===== config.mk =====
export PLATFORM = sky130hd
export DESIGN_NAME = tsr_thermal_regs
export DESIGN_NICKNAME = d
export VERILOG_FILES = /design/src/rtl/tsr_pkg.sv /design/src/rtl/tsr_thermal_regs.sv
export SDC_FILE = /design/constraint.sdc
export NUM_CORES = 1
export LEC_CHECK = 0
export BUFFER_PORTS_ARGS = -buffer_cell sky130_fd_sc_hd__buf_2
export CAP_MARGIN = 5
export CORE_MARGIN = 3
export CORE_UTILIZATION = 45
export CTS_CLUSTER_DIAMETER = 60
export DETAILED_ROUTE_END_ITERATION = 7
export GPL_ROUTABILITY_DRIVEN = 0
export GPL_TIMING_DRIVEN = 1
export PLACE_DENSITY_LB_ADDON = 0.2
export SYNTH_ARGS = -nofsm -noshare
export SYNTH_HDL_FRONTEND = slang
export SYNTH_SLANG_ARGS = --single-unit

===== constraint.sdc =====
create_clock -name core_clk -period 9.8 [get_ports core_clk]
set_input_delay 0.49 -clock core_clk [delete_from_list [all_inputs] [get_ports core_clk]]
set_output_delay 0.49 -clock core_clk [all_outputs]
set_load 0.005 [all_outputs]

===== src/rtl/tsr_pkg.sv =====
/*
 Shared constants and types for the thermal sensor register block.
 Assumes a single 250 MHz core clock and a command-level port from an SMBus slave engine.
*/
// Behaviour
// - Reading is sign bit plus seven-bit magnitude
// - Above 127 saturates; below zero down to -127
// - High and low limits, separate read/write commands
// - Result at or past limit sets alarm flag
// - Flags sticky; status read clears unless persisting
// - Status bit 7 shows conversion busy
// - Bits 4/3 high/low alarm; bits 6, 5, 1, 0 reserved
// - Status bit 2 flags open diode
// - Unmasked threshold fault asserts open-drain alert
// - Config bit 6 stops converting, standby
// - Standby still honours one-shot command
// - Bit 6 clear gives timed auto-convert
// - Config bit 7 masks alert; reserved bits
// - Mask write never releases asserted alert
// - Masked device may ignore alert response query
// - Rate register times auto-convert only
// - Rate codes 0..7 give 1/16..8 Hz
// - Rate register resets to code 02h
// - Actual rate within thirty percent nominal
// - Command codes decoded per fixed table
// - One-shot ignored when busy or auto
// - Reset values of reading, limits, command pointer
// - Alert released after status then ARA read
package tsr_pkg;

  // Command codes
  localparam logic [7:0] CMD_RESERVED   = 8'h00;
  localparam logic [7:0] CMD_TEMP_RD    = 8'h01;
  localparam logic [7:0] CMD_STATUS_RD  = 8'h02;
  localparam logic [7:0] CMD_CONFIG_RD  = 8'h03;
  localparam logic [7:0] CMD_RATE_RD    = 8'h04;
  localparam logic [7:0] CMD_HIGH_RD    = 8'h07;
  localparam logic [7:0] CMD_LOW_RD     = 8'h08;
  localparam logic [7:0] CMD_CONFIG_WR  = 8'h09;
  localparam logic [7:0] CMD_RATE_WR    = 8'h0A;
  localparam logic [7:0] CMD_HIGH_WR    = 8'h0D;
  localparam logic [7:0] CMD_LOW_WR     = 8'h0E;
  localparam logic [7:0] CMD_ONE_SHOT   = 8'h0F;

  // Reset values
  localparam logic [7:0] TEMP_RESET     = 8'h00;
  localparam logic [7:0] HIGH_RESET     = 8'h7F;
  localparam logic [7:0] LOW_RESET      = 8'hC9;
  localparam logic [7:0] RATE_RESET     = 8'h02;
  localparam logic [1:0] CONFIG_RESET   = 2'h0;

  // Field positions
  localparam int STAT_BUSY_BIT  = 7;
  localparam int STAT_HIGH_BIT  = 4;
  localparam int STAT_LOW_BIT   = 3;
  localparam int STAT_OPEN_BIT  = 2;
  localparam int CFG_MASK_BIT   = 7;
  localparam int CFG_STOP_BIT   = 6;

  // Saturation bounds and rate decode
  localparam logic [7:0] MAG_MAX        = 8'h7F;
  localparam logic [7:0] RATE_MAX_CODE  = 8'h07;
  localparam int         RATE_TOP_SHIFT = 7;

  // Base tick of the fastest rate (8 Hz)
  localparam longint TICK_PERIOD_NS = 125000000;
  localparam longint CLK_PERIOD_NS  = 4;
  localparam int     TICK_CYCLES    = int'(TICK_PERIOD_NS / CLK_PERIOD_NS);

  typedef enum logic [2:0] {
    TSR_WRITE_BYTE = 3'h0,
    TSR_READ_BYTE  = 3'h1,
    TSR_SEND_BYTE  = 3'h2,
    TSR_RECV_BYTE  = 3'h3,
    TSR_ARA        = 3'h4
  } tsr_kind_t;

  typedef struct packed {
    tsr_kind_t  kind;
    logic [7:0] cmd;
    logic [7:0] data;
  } tsr_txn_t;

  typedef enum logic {
    TSR_IDLE = 1'b0,
    TSR_CONV = 1'b1
  } tsr_state_t;

endpackage : tsr_pkg


===== src/rtl/tsr_thermal_regs.sv =====
/*
 Register set, alarm logic and conversion control of the thermal sensor.
 Assumes the SMBus slave engine delivers decoded transactions on core_clk and
 the analog front end signals results with a toggle; its lines are asynchronous.
*/
`timescale 1ns/10ps
`default_nettype none

module tsr_thermal_regs #(
  parameter int            TICK_CYCLES = tsr_pkg::TICK_CYCLES,
  parameter int            RAW_WIDTH   = 10,
  parameter logic [6:0]    DEV_ADDR    = 7'h2A  // Arbitrary value
) (
  // Clock and reset
  input  wire logic                 core_clk,
  input  wire logic                 rstn,
  // Transactions from the SMBus engine
  input  wire logic                 txnValid,
  input  wire tsr_pkg::tsr_txn_t    txn,
  output logic                      rdValid,
  output logic [7:0]                rdData,
  output logic                      araAck,
  // Analog front end
  output logic                      convStart,
  input  wire logic                 convDoneTgl,
  input  wire logic [RAW_WIDTH-1:0] rawTemp,
  input  wire logic                 openDiode,
  // Open-drain alert pin
  output logic                      alertOutN,
  output logic                      alertOe
);

  ////////////////////////////////////////////////////////////////////////////
  function automatic logic [7:0] saturate(input logic signed [RAW_WIDTH-1:0] raw);
    logic signed [RAW_WIDTH-1:0] neg;
    neg = -raw;
    if (raw > $signed({{(RAW_WIDTH-8){1'b0}}, tsr_pkg::MAG_MAX}))
      saturate = tsr_pkg::MAG_MAX;
    else if (raw >= 0)
      saturate = {1'b0, raw[6:0]};
    else if (neg > $signed({{(RAW_WIDTH-8){1'b0}}, tsr_pkg::MAG_MAX}) || neg < 0)
      saturate = {1'b1, tsr_pkg::MAG_MAX[6:0]};
    else
      saturate = {1'b1, neg[6:0]};
  endfunction : saturate

  function automatic logic signed [8:0] toSigned(input logic [7:0] sm);
    toSigned = sm[7] ? -$signed({2'b00, sm[6:0]}) : $signed({2'b00, sm[6:0]});
  endfunction : toSigned

  ////////////////////////////////////////////////////////////////////////////
  // Reset release
  logic rstSync1;
  logic rstSyncN;

  always_ff @(posedge core_clk or negedge rstn) begin
    if (!rstn) begin
      rstSync1 <= 1'b0;
      rstSyncN <= 1'b0;
    end else begin
      rstSync1 <= 1'b1;
      rstSyncN <= rstSync1;
    end
  end

  ////////////////////////////////////////////////////////////////////////////
  // Front-end synchronisers
  logic                 doneS1, doneS2, doneS3;
  logic                 openS1, openS2;
  logic [RAW_WIDTH-1:0] rawS1, rawS2;
  logic                 doneEvt;

  always_ff @(posedge core_clk or negedge rstSyncN) begin
    if (!rstSyncN) begin
      doneS1 <= 1'b0;
      doneS2 <= 1'b0;
      doneS3 <= 1'b0;
      openS1 <= 1'b0;
      openS2 <= 1'b0;
      rawS1  <= '0;
      rawS2  <= '0;
    end else begin
      doneS1 <= convDoneTgl;
      doneS2 <= doneS1;
      doneS3 <= doneS2;
      openS1 <= openDiode;
      openS2 <= openS1;
      rawS1  <= rawTemp;
      rawS2  <= rawS1;
    end
  end

  assign doneEvt = doneS2 ^ doneS3;

  ////////////////////////////////////////////////////////////////////////////
  // Transaction decode
  logic [7:0] cmdPtr;
  logic       isWrite, isRead, isRecv, isSend, isAra;
  logic [7:0] readSel;

  assign isWrite = txnValid && txn.kind == tsr_pkg::TSR_WRITE_BYTE;
  assign isRead  = txnValid && txn.kind == tsr_pkg::TSR_READ_BYTE;
  assign isRecv  = txnValid && txn.kind == tsr_pkg::TSR_RECV_BYTE;
  assign isSend  = txnValid && txn.kind == tsr_pkg::TSR_SEND_BYTE;
  assign isAra   = txnValid && txn.kind == tsr_pkg::TSR_ARA;
  assign readSel = isRead ? txn.cmd : cmdPtr;

  logic [7:0] temperature_reading;
  logic [7:0] high_limit;
  logic [7:0] low_limit;
  logic [7:0] conversion_rate;
  logic       cfgMask, cfgStop;
  logic       high_alarm_flag, low_alarm_flag, openFlag;
  logic       highCond, lowCond;
  tsr_pkg::tsr_state_t state;
  logic       statusRd;

  assign statusRd = (isRead || isRecv) && readSel == tsr_pkg::CMD_STATUS_RD;

  always_ff @(posedge core_clk or negedge rstSyncN) begin
    if (!rstSyncN)
      cmdPtr <= tsr_pkg::CMD_RESERVED;
    else if (isRead)
      cmdPtr <= txn.cmd;
  end

  // Limits, rate and configuration
  always_ff @(posedge core_clk or negedge rstSyncN) begin
    if (!rstSyncN) begin
      high_limit      <= tsr_pkg::HIGH_RESET;
      low_limit       <= tsr_pkg::LOW_RESET;
      conversion_rate <= tsr_pkg::RATE_RESET;
      {cfgMask, cfgStop} <= tsr_pkg::CONFIG_RESET;
    end else if (isWrite) begin
      case (txn.cmd)
        tsr_pkg::CMD_HIGH_WR:   high_limit      <= txn.data;
        tsr_pkg::CMD_LOW_WR:    low_limit       <= txn.data;
        tsr_pkg::CMD_RATE_WR:   conversion_rate <= txn.data;
        tsr_pkg::CMD_CONFIG_WR: begin
          cfgMask <= txn.data[tsr_pkg::CFG_MASK_BIT];
          cfgStop <= txn.data[tsr_pkg::CFG_STOP_BIT];
        end
        default: ;
      endcase
    end
  end

  ////////////////////////////////////////////////////////////////////////////
  // Interval timer: 8 Hz base tick, then 2^(7-code) ticks per conversion
  logic [31:0] preCnt;
  logic [7:0]  intCnt;
  logic [7:0]  intLen;
  logic        baseTick, autoDue, stopPrev;

  // Reserved rate codes fall back to the reset rate
  function automatic logic [2:0] RATE_TOP_SHIFT_SEL(input logic [7:0] code);
    logic [7:0] c;
    c = (code > tsr_pkg::RATE_MAX_CODE) ? tsr_pkg::RATE_RESET : code;
    RATE_TOP_SHIFT_SEL = 3'(tsr_pkg::RATE_TOP_SHIFT) - c[2:0];
  endfunction : RATE_TOP_SHIFT_SEL

  assign intLen   = 8'h01 << (RATE_TOP_SHIFT_SEL(conversion_rate));
  assign baseTick = preCnt == 32'(TICK_CYCLES - 1);

  always_ff @(posedge core_clk or negedge rstSyncN) begin
    if (!rstSyncN) begin
      preCnt   <= '0;
      intCnt   <= '0;
      stopPrev <= 1'b0;
      autoDue  <= 1'b0;
    end else begin
      stopPrev <= cfgStop;
      autoDue  <= 1'b0;
      if (cfgStop || stopPrev) begin
        preCnt <= '0;
        intCnt <= '0;
      end else if (baseTick) begin
        preCnt <= '0;
        if (intCnt >= intLen - 8'h01) begin
          intCnt  <= '0;
          autoDue <= 1'b1;
        end else begin
          intCnt <= intCnt + 8'h01;
        end
      end else begin
        preCnt <= preCnt + 32'h1;
      end
    end
  end

  ////////////////////////////////////////////////////////////////////////////
  // Conversion control
  logic oneShot;
  logic oneShotRun;

  assign oneShot = isSend && txn.cmd == tsr_pkg::CMD_ONE_SHOT
                   && cfgStop && state == tsr_pkg::TSR_IDLE;

  always_ff @(posedge core_clk or negedge rstSyncN) begin
    if (!rstSyncN) begin
      state     <= tsr_pkg::TSR_IDLE;
      convStart <= 1'b0;
    end else begin
      convStart <= 1'b0;
      case (state)
        tsr_pkg::TSR_IDLE: begin
          if (oneShot || (autoDue && !cfgStop)) begin
            state     <= tsr_pkg::TSR_CONV;
            convStart <= 1'b1;
          end
        end
        tsr_pkg::TSR_CONV: begin
          // Stop aborts at once; a late result is dropped
          if (doneEvt || (cfgStop && !stopPrev && !oneShotRun))
            state <= tsr_pkg::TSR_IDLE;
        end
        default: state <= tsr_pkg::TSR_IDLE;
      endcase
    end
  end

  // Marks a standby one-shot so the stop edge does not abort it
  always_ff @(posedge core_clk or negedge rstSyncN) begin
    if (!rstSyncN)
      oneShotRun <= 1'b0;
    else if (oneShot)
      oneShotRun <= 1'b1;
    else if (state == tsr_pkg::TSR_IDLE)
      oneShotRun <= 1'b0;
  end

  ////////////////////////////////////////////////////////////////////////////
  // Result, comparison and sticky flags
  logic       resultEvt;
  logic [7:0] newTemp;

  assign resultEvt = doneEvt && state == tsr_pkg::TSR_CONV;
  assign newTemp   = saturate(rawS2);

  always_ff @(posedge core_clk or negedge rstSyncN) begin
    if (!rstSyncN) begin
      temperature_reading <= tsr_pkg::TEMP_RESET;
      highCond            <= 1'b0;
      lowCond             <= 1'b0;
    end else if (resultEvt) begin
      temperature_reading <= newTemp;
      highCond <= toSigned(newTemp) >= toSigned(high_limit);
      lowCond  <= toSigned(newTemp) <= toSigned(low_limit);
    end
  end

  logic newHigh, newLow;

  assign newHigh = resultEvt && toSigned(newTemp) >= toSigned(high_limit);
  assign newLow  = resultEvt && toSigned(newTemp) <= toSigned(low_limit);

  // New events win over the clearing read
  always_ff @(posedge core_clk or negedge rstSyncN) begin
    if (!rstSyncN) begin
      high_alarm_flag <= 1'b0;
      low_alarm_flag  <= 1'b0;
      openFlag        <= 1'b0;
    end else begin
      high_alarm_flag <= (statusRd ? highCond : high_alarm_flag) | newHigh;
      low_alarm_flag  <= (statusRd ? lowCond : low_alarm_flag) | newLow;
      openFlag        <= (statusRd ? 1'b0 : openFlag) | openS2;
    end
  end

  ////////////////////////////////////////////////////////////////////////////
  // Alert latch and alert response
  logic alertLatched, statusSeen, faultNow, araTake;

  assign faultNow = highCond | lowCond | openS2;
  assign araTake  = isAra && alertLatched && !cfgMask;

  always_ff @(posedge core_clk or negedge rstSyncN) begin
    if (!rstSyncN) begin
      alertLatched <= 1'b0;
      statusSeen   <= 1'b0;
    end else begin
      if (statusRd)
        statusSeen <= 1'b1;
      else if (araTake)
        statusSeen <= 1'b0;
      // Mask gates new alerts and the ARA release; it never releases the latch
      if ((newHigh || newLow || openS2) && !cfgMask)
        alertLatched <= 1'b1;
      else if (araTake && statusSeen && !faultNow)
        alertLatched <= 1'b0;
    end
  end

  assign alertOe   = alertLatched;
  assign alertOutN = 1'b0;

  ////////////////////////////////////////////////////////////////////////////
  // Read data path; undefined and write-only codes return zero
  always_ff @(posedge core_clk or negedge rstSyncN) begin
    if (!rstSyncN) begin
      rdValid <= 1'b0;
      rdData  <= 8'h00;
      araAck  <= 1'b0;
    end else begin
      rdValid <= isRead || isRecv || isAra;
      araAck  <= araTake;
      if (isAra)
        rdData <= {DEV_ADDR, 1'b0};
      else if (isRead || isRecv) begin
        case (readSel)
          tsr_pkg::CMD_TEMP_RD:   rdData <= temperature_reading;
          tsr_pkg::CMD_STATUS_RD: rdData <= {state == tsr_pkg::TSR_CONV, 2'b00,
                                             high_alarm_flag, low_alarm_flag,
                                             openFlag, 2'b00};
          tsr_pkg::CMD_CONFIG_RD: rdData <= {cfgMask, cfgStop, 6'h00};
          tsr_pkg::CMD_RATE_RD:   rdData <= conversion_rate;
          tsr_pkg::CMD_HIGH_RD:   rdData <= high_limit;
          tsr_pkg::CMD_LOW_RD:    rdData <= low_limit;
          default:                rdData <= 8'h00;
        endcase
      end
    end
  end

endmodule : tsr_thermal_regs

`default_nettype wire


==> flow_summary.yaml <==
placement:
  hpwl_mm: 12.02
  port-buffer-count: 45
worst_setup_path:
  required_ns: 10.12
  startpoint_type: "flop"
  crit_fanout: 7
  arrival_ns: 4.59
  cp-end-kind: "flop"
  path_class: "reg -> reg"
floorplanning:
  die_area_sq_um: 17430
  fp.dieH_microns: 132.0
  initial_core_util: 0.4650
  core_sq_um: 15370
  row_count: 45
  die_w_microns: 132.0
  ioPinCount: 47
clocking:
  clk_latency_ns: 0.42
  cts_tree: "done"
  cts_resized: 0
  numCtsBuffers: 17
  ctsHtreeMaxLevel: 4
  clock_sinks: 131
  root_buffer: "clkbuf_16"
  clk_pin_slew_ns: 0.05
  clockBufferDepth: 2
timing:
  slew_headroom: 0.1803
  maxSlewViolCount: 0
  worst_slew_pin_slew_ns: 1.212
  tns_ns: 0
  hold_viol_final: 0
  rsz0062_at_grt: "false"
  clock_skew_ns: 0.007532
  period_share: 0.4361
  hold-worst-slack_ns: 0.1776
  fin_crit_ns: 4.274
  fmax_mhz: 234.0
  setup_viol: 0
routing:
  drt-total-wl_mm: 16.33
  first_pass_iters: 5
  drt-vias-per-instance: 5.566
  antenna_left: 0
  wl_per_cell_microns: 16.43
  num_vias: 5533
  drc_errors: 0
  drt_first_iter_violations: 324
global_route:
  grt_use_total: 0.1935
  grt_max_degree: 83
  grt-ovfl-total: 0
  grt_pass1_wl_mm: 27.48
  antenna_found_initial: 0
  grt_pass1_vias: 5427
synthesis:
  synth_most_common_cell: "dfrtp_1"
  synth_seq_area_share: 0.4608
  mappedNetlistArea_sq_um: 7147
  synth_commonest_cells: "119 x dfrtp_1, 81 x nand2_1, 75 x nor2_1"
  syn-instance-count: 725
  synth_top_area_frac: 0.4167
  synth.avg_cell_area_sq_um: 9.858
  async_reset_ff_frac: 1.000
  yosys_warnings: 0
  synth_cell_types: 71
  ys_ff_latch: 131
  synth-edff-count: 0
  synth_area_leaders: "dfrtp_1 42%, ha_1 5.4%, dfstp_2 4.4%, nand2_1 4.3%, mux2_2 4.1%"
  synth-main-ff-cell: "dfrtp_1"
  synth_top_cell_by_area: "dfrtp_1"
power:
  switching_share: 0.2569
  ir_worst_vdd_mv: 0.1211
  clkPwrFrac: 0.450
  power.switching_w: 0.0004093
  internal-power_w: 0.001184
  power_frac_comb: 0.138
  pwr-share-seq: 0.413
  p_leak_nw: 3.668
  powerDensity_nw_per_um2: 193.4
hold_path:
  hold_class: "in -> reg"
outcome:
  status: "finished, final reports clean"
job:
  drv_cap: 0
cells_and_area:
  areaGrowthSynthToFinish_pct: 15.28
  drive_above_1_share: 0.1686
  diodes: 0
  final_net_count: 835
-- cells in the final DEF (no fill, tap or decap), drive strengths merged, types with 7 or more instances in the layout --
master / n
and3: 9
mux2i: 15
nand3: 25
clkbuf: 22
nor4: 14
or3: 7
nand4: 13
nor2: 75
nand2: 81
nor3: 14
dfrtp: 119
a21oi: 25
dfstp: 12
buf: 46
xnor2: 22
mux2: 26
o21ai: 29
xor2: 28
o211ai: 12
ha: 31
nand2b: 9
a21o: 13
a22oi: 9
inv: 26
-- routing by layer --
| layer | vias to the layer above | GRT usage | wire length [microns] |
|---|---|---|---|
| li1 | 2691 | - | - |
| met1 | 2671 | 0.2674 | 7710 |
| met5 | - | 0 | 0 |
| met2 | 137 | 0.3007 | 7486 |
| met3 | 34 | 0.03626 | 714 |
| met4 | 0 | 0.07993 | 418 |
-- sequential cells by signal (all words and copies together) (netlist names), 8 cells and up --
register / flops
preCnt: 32
rawS1: 10
rdData: 8
low_limit: 8
conversion_rate: 8
high_limit: 8
rawS2: 10
intCnt: 8
cmdPtr: 8
temperature_reading: 8
-- worst paths after layout --
kind	startpoint	slack [ns]	to	depth (start not counted)
min	rawTemp[3]	0.18	rawS1[3]$_DFF_PN0_	1
max	rawS2[1]$_DFF_PN0_	5.53	alertOe$_DFFE_PN0P_	16
max in group asynchronous	rstSyncN$_DFF_PN0_	7.99	cmdPtr[5]$_DFF_PN0_	1
max reg2reg	rawS2[1]$_DFF_PN0_	5.53	alertOe$_DFFE_PN0P_	16
min reg2reg	rawS1[9]$_DFF_PN0_	0.34	rawS2[9]$_DFF_PN0_	0
min in group asynchronous	rstSyncN$_DFF_PN0_	0.35	rawS1[2]$_DFF_PN0_	0
-- logic make-up (layout without fill, tap and decap cells) --
family                     count (synthesis)  after routing  synth area share
DFF                                      131            131            0.4608
adders and majority gates                 31             31           0.05427
xor gates and xnor gates                  50             50           0.06127
other                                      2              3          0.001051
buffers and inverters                     48            105           0.02696
AOI/OAI and AO/OA                        129            129            0.1227
and+or+nand+nor                          293            293            0.2087
muxes                                     41             41           0.06425
-- critical path, stage by stage (launching register included) --
cell and delay, ns:
dfrtp_1 0.43, or4_4 0.59, or2_4 0.26, o311a_1 0.43, nor3_2 0.38, ha_1 0.24, nand2_1 0.10, o21ai_0 0.24
xor2_1 0.25, ha_1 0.28, a21oi_1 0.12, o21ai_0 0.10, a21oi_1 0.20, nand3_1 0.10, a21oi_1 0.15, a21oi_1 0.10
a41oi_1 0.24
-- power groups by stage --
stage                     Clock (W)  Sequential (W)  Combinational [W]
after floorplan                   0        0.000646           0.000173
after global placement            0        0.000663           0.000212
after detailed placement          0        0.000665           0.000220
after CTS                  0.000730        0.000657           0.000221
after global routing       0.000753        0.000667           0.000253
final                      0.000716        0.000657           0.000220
-- stage by stage --
step / area, sq um / power (W) / setup WS (ns) / util / instances
floorplan: 7151 / 0.0008191 / 5.901 / - / 726
global placement: 7562 / 0.0008746 / 5.695 / 0.4920 / 961
CTS: 8239 / 0.001608 / 5.520 / 0.5360 / 994
global route: 8239 / 0.001673 / 5.122 / 0.5360 / 994
detailed placement: 7562 / 0.0008850 / 5.545 / 0.4920 / 961
finish: 8239 / 0.001593 / 5.526 / 0.5360 / 994
-- layout make-up --
class                   instances  area, sq um
clock buffers                  22        464.2
clock inverters                10        202.7
fillers                      1406         7132
inverters                      26        97.59
multi-input cells             547         3671
flip-flops and latches        131         3297
well taps                     211        264.0
repair buffers                 47        242.7
-- repair_timing --
item                                    4_1_cts  5_1_grt
setup buffers                                 0        0
hold buffers                                  1        0
endpoints found under the hold margin         2        0
endpoints found under the setup margin        0        0
Note: power is estimated with default switching activity, not from simulation.
